[config.mk]
export PLATFORM = sky130hd
export DESIGN_NAME = link_cfg_regs_flat
export DESIGN_NICKNAME = d
export VERILOG_FILES = /design/src/hdl/link_cfg_pkg.sv /design/src/hdl/link_cfg_if.sv /design/src/hdl/link_cfg_regs.sv /design/src/flat_wrapper.sv
export SDC_FILE = /design/constraint.sdc
export NUM_CORES = 1
export LEC_CHECK = 0
export BUFFER_PORTS_ARGS = -buffer_cell sky130_fd_sc_hd__buf_2
export CORE_MARGIN = 10
export CORE_UTILIZATION = 55
export CTS_BUF_LIST = sky130_fd_sc_hd__clkbuf_4 sky130_fd_sc_hd__clkbuf_8
export DETAILED_ROUTE_END_ITERATION = 10
export PLACE_DENSITY = 0.84
export REMOVE_ABC_BUFFERS = 1
export SLEW_MARGIN = 10
export SYNTH_ARGS = -nofsm -noshare
export SYNTH_HDL_FRONTEND = slang
export SYNTH_SLANG_ARGS = --single-unit
[constraint.sdc]
create_clock -name core_clk -period 2.8 [get_ports core_clk]
set_clock_uncertainty 0.1 [all_clocks]
set_input_delay 0.14 -clock core_clk [delete_from_list [all_inputs] [get_ports core_clk]]
set_output_delay 0.14 -clock core_clk [all_outputs]
set_load 0.01 [all_outputs]
[src/hdl/link_cfg_pkg.sv]
// Function
// - Single link modes 0-10, dual link 4-10
// - Control bit 3 selects dual-link operation
// - Host programs second link identical to first
// - Page bit 2 steers writes to second link
// - Sync power bit 0 powers down second sync
// - Check bit 5 flags illegal clock delay
// - Check bit 3 flags unsupported L/M/F/S
// - Check bit 2 flags illegal K
// - Check bit 1 flags illegal subclass version
// - Deskew mask bit per used lane
// - Lane enable mask bit per used lane
// - Lane register: scramble bit 7, L-1 below
// - Host writes F-1 and F both
// - K-1 field: 0x0f or 0x1f; F=1 needs 32
// - Converter register holds M-1
// - Subclass field 0 or 1, NP-1 0xf
// - Version field 1, S-1 below
// - Masks 0xff for eight lanes, 0x0f four
// - Version 0 is older, 1 is current
package link_cfg_pkg;

    localparam logic [11:0] ADDR_CHECK     = 12'h030;
    localparam logic [11:0] ADDR_SYNC_PWR  = 12'h203;
    localparam logic [11:0] ADDR_LINK_CTRL = 12'h300;
    localparam logic [11:0] ADDR_MFC_DELAY = 12'h304;
    localparam logic [11:0] ADDR_LANE_CNT  = 12'h453;
    localparam logic [11:0] ADDR_F_M1      = 12'h454;
    localparam logic [11:0] ADDR_K_M1      = 12'h455;
    localparam logic [11:0] ADDR_M_M1      = 12'h456;
    localparam logic [11:0] ADDR_RES       = 12'h457;
    localparam logic [11:0] ADDR_SUBCLASS  = 12'h458;
    localparam logic [11:0] ADDR_VERSION   = 12'h459;
    localparam logic [11:0] ADDR_DENSITY   = 12'h45a;
    localparam logic [11:0] ADDR_DESKEW    = 12'h46c;
    localparam logic [11:0] ADDR_F_FULL    = 12'h476;
    localparam logic [11:0] ADDR_LANE_EN   = 12'h47d;

    localparam int          NUM_PAR      = 11;
    localparam logic [3:0]  IDX_LANE_CNT = 4'h0;
    localparam logic [3:0]  IDX_F_M1     = 4'h1;
    localparam logic [3:0]  IDX_K_M1     = 4'h2;
    localparam logic [3:0]  IDX_M_M1     = 4'h3;
    localparam logic [3:0]  IDX_RES      = 4'h4;
    localparam logic [3:0]  IDX_SUBCLASS = 4'h5;
    localparam logic [3:0]  IDX_VERSION  = 4'h6;
    localparam logic [3:0]  IDX_DENSITY  = 4'h7;
    localparam logic [3:0]  IDX_DESKEW   = 4'h8;
    localparam logic [3:0]  IDX_F_FULL   = 4'h9;
    localparam logic [3:0]  IDX_LANE_EN  = 4'ha;

    localparam int          DUAL_BIT    = 3;
    localparam int          PAGE_BIT    = 2;
    localparam int          SYNC_PD_BIT = 0;
    localparam int          CHK_MFC     = 5;
    localparam int          CHK_LMFS    = 3;
    localparam int          CHK_K       = 2;
    localparam int          CHK_SUBV    = 1;
    localparam int          SCR_BIT     = 7;
    localparam int          HD_BIT      = 7;
    localparam int          TOP_LSB     = 5;

    localparam logic [7:0]  RST_REG      = 8'h00;
    localparam logic [4:0]  K16_M1       = 5'h0f;
    localparam logic [4:0]  K32_M1       = 5'h1f;
    localparam logic [2:0]  VER_A        = 3'h0;
    localparam logic [2:0]  VER_B        = 3'h1;
    localparam logic [2:0]  SUBCLASS_0   = 3'h0;
    localparam logic [2:0]  SUBCLASS_1   = 3'h1;
    localparam logic [4:0]  NP_M1        = 5'h0f;
    localparam logic [7:0]  RES_VAL      = 8'h0f;
    localparam logic [3:0]  MAX_MODE     = 4'ha;
    localparam logic [3:0]  DUAL_MIN     = 4'h4;

    typedef struct packed {
        logic       valid;
        logic [3:0] l;
        logic [3:0] m;
        logic [3:0] f;
        logic [3:0] s;
        logic       hd;
    } mode_row_t;

    // Supported operating modes; mode 8 does not exist
    function automatic mode_row_t mode_row(input logic [3:0] mode);
        case (mode)
            4'h0:    mode_row = '{1'b1, 4'h8, 4'h4, 4'h1, 4'h1, 1'b1};
            4'h1:    mode_row = '{1'b1, 4'h8, 4'h4, 4'h2, 4'h2, 1'b0};
            4'h2:    mode_row = '{1'b1, 4'h4, 4'h4, 4'h2, 4'h1, 1'b0};
            4'h3:    mode_row = '{1'b1, 4'h2, 4'h4, 4'h4, 4'h1, 1'b0};
            4'h4:    mode_row = '{1'b1, 4'h4, 4'h2, 4'h1, 4'h1, 1'b1};
            4'h5:    mode_row = '{1'b1, 4'h4, 4'h2, 4'h2, 4'h2, 1'b0};
            4'h6:    mode_row = '{1'b1, 4'h2, 4'h2, 4'h2, 4'h1, 1'b0};
            4'h7:    mode_row = '{1'b1, 4'h1, 4'h2, 4'h4, 4'h1, 1'b0};
            4'h9:    mode_row = '{1'b1, 4'h2, 4'h1, 4'h1, 4'h1, 1'b1};
            4'ha:    mode_row = '{1'b1, 4'h1, 4'h1, 4'h2, 4'h1, 1'b0};
            default: mode_row = '{1'b0, 4'h0, 4'h0, 4'h0, 4'h0, 1'b0};
        endcase
    endfunction

    function automatic logic [11:0] par_addr(input logic [3:0] idx);
        case (idx)
            IDX_LANE_CNT: par_addr = ADDR_LANE_CNT;
            IDX_F_M1:     par_addr = ADDR_F_M1;
            IDX_K_M1:     par_addr = ADDR_K_M1;
            IDX_M_M1:     par_addr = ADDR_M_M1;
            IDX_RES:      par_addr = ADDR_RES;
            IDX_SUBCLASS: par_addr = ADDR_SUBCLASS;
            IDX_VERSION:  par_addr = ADDR_VERSION;
            IDX_DENSITY:  par_addr = ADDR_DENSITY;
            IDX_DESKEW:   par_addr = ADDR_DESKEW;
            IDX_F_FULL:   par_addr = ADDR_F_FULL;
            default:      par_addr = ADDR_LANE_EN;
        endcase
    endfunction

endpackage

[src/hdl/link_cfg_if.sv]
`timescale 1ns/1ps
interface link_cfg_if;
    logic [11:0] addr;
    logic [7:0]  wdata;
    logic        wr;
    logic        rd;
    logic [7:0]  rdata;

    modport device (input addr, input wdata, input wr, input rd, output rdata);
    modport host   (output addr, output wdata, output wr, output rd, input rdata);
endinterface

[src/hdl/link_cfg_regs.sv]
`timescale 1ns/1ps
module link_cfg_regs
(
    input  wire logic        core_clk,
    input  wire logic        rst_n,
    link_cfg_if.device       bus,
    output logic             dual_link,
    output logic             second_sync_pd,
    output logic             descramble_en,
    output logic             subclass_one,
    output logic             version_b,
    output logic [15:0]      deskew_mask,
    output logic [15:0]      lane_enable_mask,
    output logic [7:0]       config_flags
);

    typedef struct packed {
        logic [1:0][10:0][7:0] par;
        logic [7:0]            ctrl;
        logic [7:0]            sync_pwr;
        logic [7:0]            mfc_delay;
        logic [7:0]            rdata;
    } dev_state_t;

    dev_state_t q;
    dev_state_t d;
    logic [7:0] flags;

    // Map an address onto a parameter index; hit low when none matches
    function automatic logic [4:0] par_lookup(input logic [11:0] a);
        logic [4:0] r;
        r = 5'h00;
        for (int i = 0; i < link_cfg_pkg::NUM_PAR; i++)
        begin
            if (a == link_cfg_pkg::par_addr(4'(i)))
            begin
                r = {1'b1, 4'(i)};
            end
        end
        return r;
    endfunction

    // Parameter set against the supported modes
    function automatic logic lmfs_ok(input logic [10:0][7:0] p, input logic dual);
        link_cfg_pkg::mode_row_t row;
        logic                    ok;
        ok = 1'b0;
        for (int m = 0; m <= link_cfg_pkg::MAX_MODE; m++)
        begin
            row = link_cfg_pkg::mode_row(4'(m));
            if (row.valid && (!dual || 4'(m) >= link_cfg_pkg::DUAL_MIN)
                && {1'b0, row.l} == p[link_cfg_pkg::IDX_LANE_CNT][4:0] + 5'h01
                && {4'h0, row.m} == p[link_cfg_pkg::IDX_M_M1] + 8'h01
                && {4'h0, row.f} == p[link_cfg_pkg::IDX_F_M1] + 8'h01
                && {1'b0, row.s} == p[link_cfg_pkg::IDX_VERSION][4:0] + 5'h01)
            begin
                ok = 1'b1;
            end
        end
        return ok;
    endfunction

    logic                  page;
    logic [10:0][7:0]      cur;
    logic [4:0]            wr_hit;
    logic [4:0]            rd_hit;
    logic [4:0]            k_m1;

    always_comb
    begin
        page   = q.ctrl[link_cfg_pkg::PAGE_BIT];
        cur    = q.par[page];
        k_m1   = cur[link_cfg_pkg::IDX_K_M1][4:0];
        wr_hit = par_lookup(bus.addr);
        rd_hit = par_lookup(bus.addr);
        flags  = 8'h00;
        // Checks are pure decode of the held settings of the paged link
        flags[link_cfg_pkg::CHK_MFC]  = q.mfc_delay > {3'h0, k_m1};
        flags[link_cfg_pkg::CHK_LMFS] = !lmfs_ok(cur, q.ctrl[link_cfg_pkg::DUAL_BIT]);
        flags[link_cfg_pkg::CHK_K]    = !((k_m1 == link_cfg_pkg::K32_M1)
            || (k_m1 == link_cfg_pkg::K16_M1 && cur[link_cfg_pkg::IDX_F_M1] != 8'h00));
        flags[link_cfg_pkg::CHK_SUBV] = cur[link_cfg_pkg::IDX_SUBCLASS][7:5]
            > link_cfg_pkg::SUBCLASS_1;

        d = q;
        if (bus.wr)
        begin
            if (bus.addr == link_cfg_pkg::ADDR_LINK_CTRL)
            begin
                d.ctrl = bus.wdata & 8'h0c;
            end
            else if (bus.addr == link_cfg_pkg::ADDR_SYNC_PWR)
            begin
                d.sync_pwr = bus.wdata & 8'h01;
            end
            else if (bus.addr == link_cfg_pkg::ADDR_MFC_DELAY)
            begin
                d.mfc_delay = bus.wdata;
            end
            else if (wr_hit[4])
            begin
                d.par[page][wr_hit[3:0]] = bus.wdata;
            end
        end

        d.rdata = 8'h00;
        if (bus.rd)
        begin
            if (bus.addr == link_cfg_pkg::ADDR_CHECK)
            begin
                d.rdata = flags;
            end
            else if (bus.addr == link_cfg_pkg::ADDR_LINK_CTRL)
            begin
                d.rdata = q.ctrl;
            end
            else if (bus.addr == link_cfg_pkg::ADDR_SYNC_PWR)
            begin
                d.rdata = q.sync_pwr;
            end
            else if (bus.addr == link_cfg_pkg::ADDR_MFC_DELAY)
            begin
                d.rdata = q.mfc_delay;
            end
            else if (rd_hit[4])
            begin
                d.rdata = cur[rd_hit[3:0]];
            end
        end
    end

    always_ff @(posedge core_clk or negedge rst_n)
    begin
        if (!rst_n)
        begin
            q <= '0;
        end
        else
        begin
            q <= d;
        end
    end

    assign bus.rdata      = q.rdata;
    assign config_flags   = flags;
    assign dual_link      = q.ctrl[link_cfg_pkg::DUAL_BIT];
    assign second_sync_pd = q.sync_pwr[link_cfg_pkg::SYNC_PD_BIT];
    assign descramble_en  = q.par[0][link_cfg_pkg::IDX_LANE_CNT][link_cfg_pkg::SCR_BIT];
    assign subclass_one   = q.par[0][link_cfg_pkg::IDX_SUBCLASS][7:link_cfg_pkg::TOP_LSB]
                            == link_cfg_pkg::SUBCLASS_1;
    assign version_b      = q.par[0][link_cfg_pkg::IDX_VERSION][7:link_cfg_pkg::TOP_LSB]
                            == link_cfg_pkg::VER_B;
    // Upper byte is the second link; it captures whenever page is set, but reads as zero unless in dual-link operation
    assign deskew_mask    = {q.par[1][link_cfg_pkg::IDX_DESKEW] & {8{dual_link}},
                             q.par[0][link_cfg_pkg::IDX_DESKEW]};
    assign lane_enable_mask = {q.par[1][link_cfg_pkg::IDX_LANE_EN] & {8{dual_link}},
                               q.par[0][link_cfg_pkg::IDX_LANE_EN]};

endmodule

[src/flat_wrapper.sv]
// flat-port wrapper written by rule: the top's interface ports become plain ports
module link_cfg_regs_flat 
  (core_clk, rst_n, dual_link, second_sync_pd, descramble_en, subclass_one, version_b, deskew_mask, lane_enable_mask, config_flags, bus_addr, bus_wdata, bus_wr, bus_rd, bus_rdata);
  link_cfg_if bus_i ();
  input  wire logic core_clk;
  input  wire logic rst_n;
  output logic dual_link;
  output logic second_sync_pd;
  output logic descramble_en;
  output logic subclass_one;
  output logic version_b;
  output logic [15:0] deskew_mask;
  output logic [15:0] lane_enable_mask;
  output logic [7:0] config_flags;
  input wire logic [$bits(bus_i.addr)-1:0] bus_addr;
  input wire logic [$bits(bus_i.wdata)-1:0] bus_wdata;
  input wire logic [$bits(bus_i.wr)-1:0] bus_wr;
  input wire logic [$bits(bus_i.rd)-1:0] bus_rd;
  output wire logic [$bits(bus_i.rdata)-1:0] bus_rdata;
  assign bus_i.addr = bus_addr;
  assign bus_i.wdata = bus_wdata;
  assign bus_i.wr = bus_wr;
  assign bus_i.rd = bus_rd;
  assign bus_rdata = bus_i.rdata;
  link_cfg_regs u_core (.core_clk(core_clk), .rst_n(rst_n), .bus(bus_i), .dual_link(dual_link), .second_sync_pd(second_sync_pd), .descramble_en(descramble_en), .subclass_one(subclass_one), .version_b(version_b), .deskew_mask(deskew_mask), .lane_enable_mask(lane_enable_mask), .config_flags(config_flags));
endmodule
==> results_dict.tcl <==
set metrics [dict create \
    postLayoutCoreUtil_pct 64.91 \
    synth_area_leaders "dfrtp_1 47%, mux2_2 21%, mux2i_1 6.1%, buf_4 2.0%, mux4_2 1.3%" \
    wire_per_inst_um 25.17 \
    hpwlAfterDp_um 21930 \
    setup_violations 2 \
    cts_buffers 17 \
    whs_endpoint "u_core.second_sync_pd" \
    final-instance-count-excl-fill 1223 \
    vias_per_cell 6.411 \
    r2r_start "u_core.page" \
    syn_inst 850 \
    crit_family "simple AND/OR/NAND/NOR gates" \
    maxSlewViolCount 0 \
    netlist_top_cells_count "198 x mux2_2, 195 x dfrtp_1, 63 x mux2i_1, 32 x nand2_1, 31 x clkbuf_1" \
    register_area_sq_um 4883 \
    clk_latency_ps 490 \
    relSlewSlack_pct 48.63 \
    fmax_mhz 333.3 \
    clk_pin_slew_worst_paths_ps 110 \
    rsz0062_at_grt "yes" \
    p_leak_uw 0.005777 \
    netlist.area_leader.share_pct 47.01 \
    grt_usage_pct 25.47 \
    arrival_ps 2760 \
    cts_tree "yes" \
    endpoint_kind "output port" \
    cts_sinks 195 \
    finalHoldViolations 0 \
    async_flop_share_pct 100.0 \
    cap_violations 0 \
    worstRegToRegCells 10 \
    yosysSeqAreaShare_pct 47.01 \
    crit_chain "buf_12 > nor4b_1 > o22ai_1 > a21oi_1 > a32oi_1 > nor4_1 > o21ai_2 > buf_4 > buf_2" \
    drt_iter0_drc 1095 \
    finalWorstSetupSlack_ps -200.1 \
    hold_start "bus_wdata[0]" \
    cpMaxStageDelayCell "dfrtp_4" \
    yosysTopAreaCell "dfrtp_1" \
    yosys_warnings 0 \
    dp_cells 1178 \
    p_per_area_nw_per_um2 408.6 \
    holdPathStages 3 \
    place_congestion 1.042 \
    min_period_ps 3000 \
    nets 1005 \
    totalWireLength_um 30780 \
    max_stage_delay_ps 560 \
    overflow 0 \
    via_count 7841 \
    violations "negative setup slack" \
    avgSynthCellArea_sq_um 12.21 \
    syn_to_final_growth_pct 16.59 \
    hold_class "primary input to flip-flop" \
    drc_errors 0 \
    first_global_vias 8002 \
    boundaryPins 77 \
    path_max_fanout 15 \
    required_ps 2560 \
    fin_crit_sh_pct 107.1 \
    cts_max_level 4 \
    tightest_slew_ps 767.7 \
    firstDrtPassIters 10 \
    grt_first_pass_wirelength_um 47830 \
    nFillCells 1397 \
    r2r_end "u_core.bus.rdata[3]" \
    die_w_um 157.4 \
    antenna_found_initial 0 \
    multi_input_area_sq_um 5182 \
    ys_ff_latch 195 \
    ant_nets 0 \
    vdd_drop_max_v 0.0004349 \
    synth_most_common_cell "mux2_2" \
    syn-cell-area_sq_um 10380 \
    r2r_slack_ps 30 \
    cp_num_buf_inv 3 \
    status "complete, but fails checks" \
    cts.path.max_buffers 2 \
    layout-drive-gt1-share_pct 45.60 \
    critPathLaunchType "flip-flop" \
    synth_edf_count 0 \
    io_buffers 72 \
    start_util_pct 55.68 \
    dieArea_sq_um 24770 \
    grt_max_degree 87 \
    coreArea_sq_um 18640 \
    holdWs_ps 95.15 \
    ys.flop_type "dfrtp_1" \
    critPathKind "flip-flop to output port" \
    yosysUniqueCellTypes 75 \
    diodes 0 \
    die_y_um 157.4 \
    clockRootBuffer "clkbuf_8" \
    num_rows 50 \
]
## logic make-up (layout without fill, tap and decap cells)
| kind of cell | Yosys count | after routing | share of synthesized area [%] |
|---|---|---|---|
| compound gates | 110 | 110 | 7.799 |
| xor+xnor | 8 | 8 | 0.6751 |
| fa+ha+maj | 5 | 5 | 0.6027 |
| buf+inv | 79 | 215 | 3.990 |
| flops | 195 | 195 | 47.01 |
| mux | 267 | 267 | 28.86 |
| other cells | 1 | 4 | 0.03613 |
| simple gates | 185 | 185 | 11.03 |
## worst register-to-register path, delay by kind of cell, from the launching register on
kind | cells | cell delay, ps
buffers and inverters | 3 | 490
and+or+nand+nor | 2 | 620
DFF | 1 | 560
AOI/OAI and AO/OA | 5 | 890
## layer usage
layer  routed length (um)  GRT usage, %  share of wire, %  up-vias
met5                    0             0                 0        -
met4                  887         9.083               2.9        0
met3                 2229         5.158               7.2       64
met2                15080         41.53                49      372
met1                12590         32.99                41     3991
li1                     -             -                 -     3414
## worst max-delay path by stage
stage	endpoint	cells past startpoint	slack, ps	start
2_1_floorplan	u_core.bus.rdata[5]	9	-1990	u_core.page
3_3_place_gp	u_core.bus.rdata[7]	11	-180	bus_addr[2]
3_5_place_dp	u_core.bus.rdata[7]	11	-260	bus_addr[2]
4_1_cts	config_flags[5]	8	-140	u_core.page
5_1_grt	config_flags[5]	8	-310	u_core.page
6_report	config_flags[3]	9	-200	u_core.page
## sequential cells by signal, indices dropped and copies added, names as in the netlist
register	count
u_core.descramble_en	1
u_core.lane_enable_mask	8
u_core.q	167
u_core.page	1
u_core.deskew_mask	8
u_core.dual_link	1
u_core.bus.rdata	8
u_core.second_sync_pd	1
## per-stage QoR
stage                     area (sq um)  power, uW  TNS [ps]  worst slack [ps]
after floorplan                   9992       2930   -206180             -1994
after global routing             12100       5118    -669.9            -310.7
after global placement           11480       3123     -5653            -176.3
after detailed placement         11480       3124     -6874            -263.2
after CTS                        12090       4960    -236.6            -141.8
final                            12100       4945    -366.5            -200.1
## repair_timing
action                     4_1_cts  5_1_grt
setup endpoints to repair        3        6
hold buffers                     3        0
hold endpoints to repair        89        0
gates cloned                     1        0
resized for setup               19        4
pin swaps                        2        0
setup buffers                    9        0
## layout by cell type (no fill, tap or decap), drive strengths merged, types with 18 or more instances in the layout
cell type | Yosys | final
and2 | 19 | 19
o21ai | 22 | 22
buf | 44 | 175
clkbuf | 31 | 18
mux2i | 63 | 63
nand2 | 37 | 37
mux2 | 198 | 198
nor2 | 24 | 24
nand3 | 22 | 22
dfrtp | 195 | 195
## where the power goes
| part | switching [uW] | leakage, uW | internal, uW |
|---|---|---|---|
| sequential | 3.08 | 0.00272 | 2820 |
| clock | 1120 | 0.000202 | 747 |
| combinational | 190 | 0.00286 | 69.9 |
| total | 1310 | 0.00578 | 3630 |
## final cells by class
| type | instances | share of cell area (%) |
|---|---|---|
| clock buffers | 17 | 1.933 |
| clock inverters | 15 | 1.385 |
| inverters | 4 | 0.1241 |
| multi-input cells | 579 | 42.82 |
| flip-flops and latches | 195 | 40.35 |
| well taps | 234 | 2.419 |
| repair buffers | 179 | 10.96 |
(Power assumes the default switching activity.)
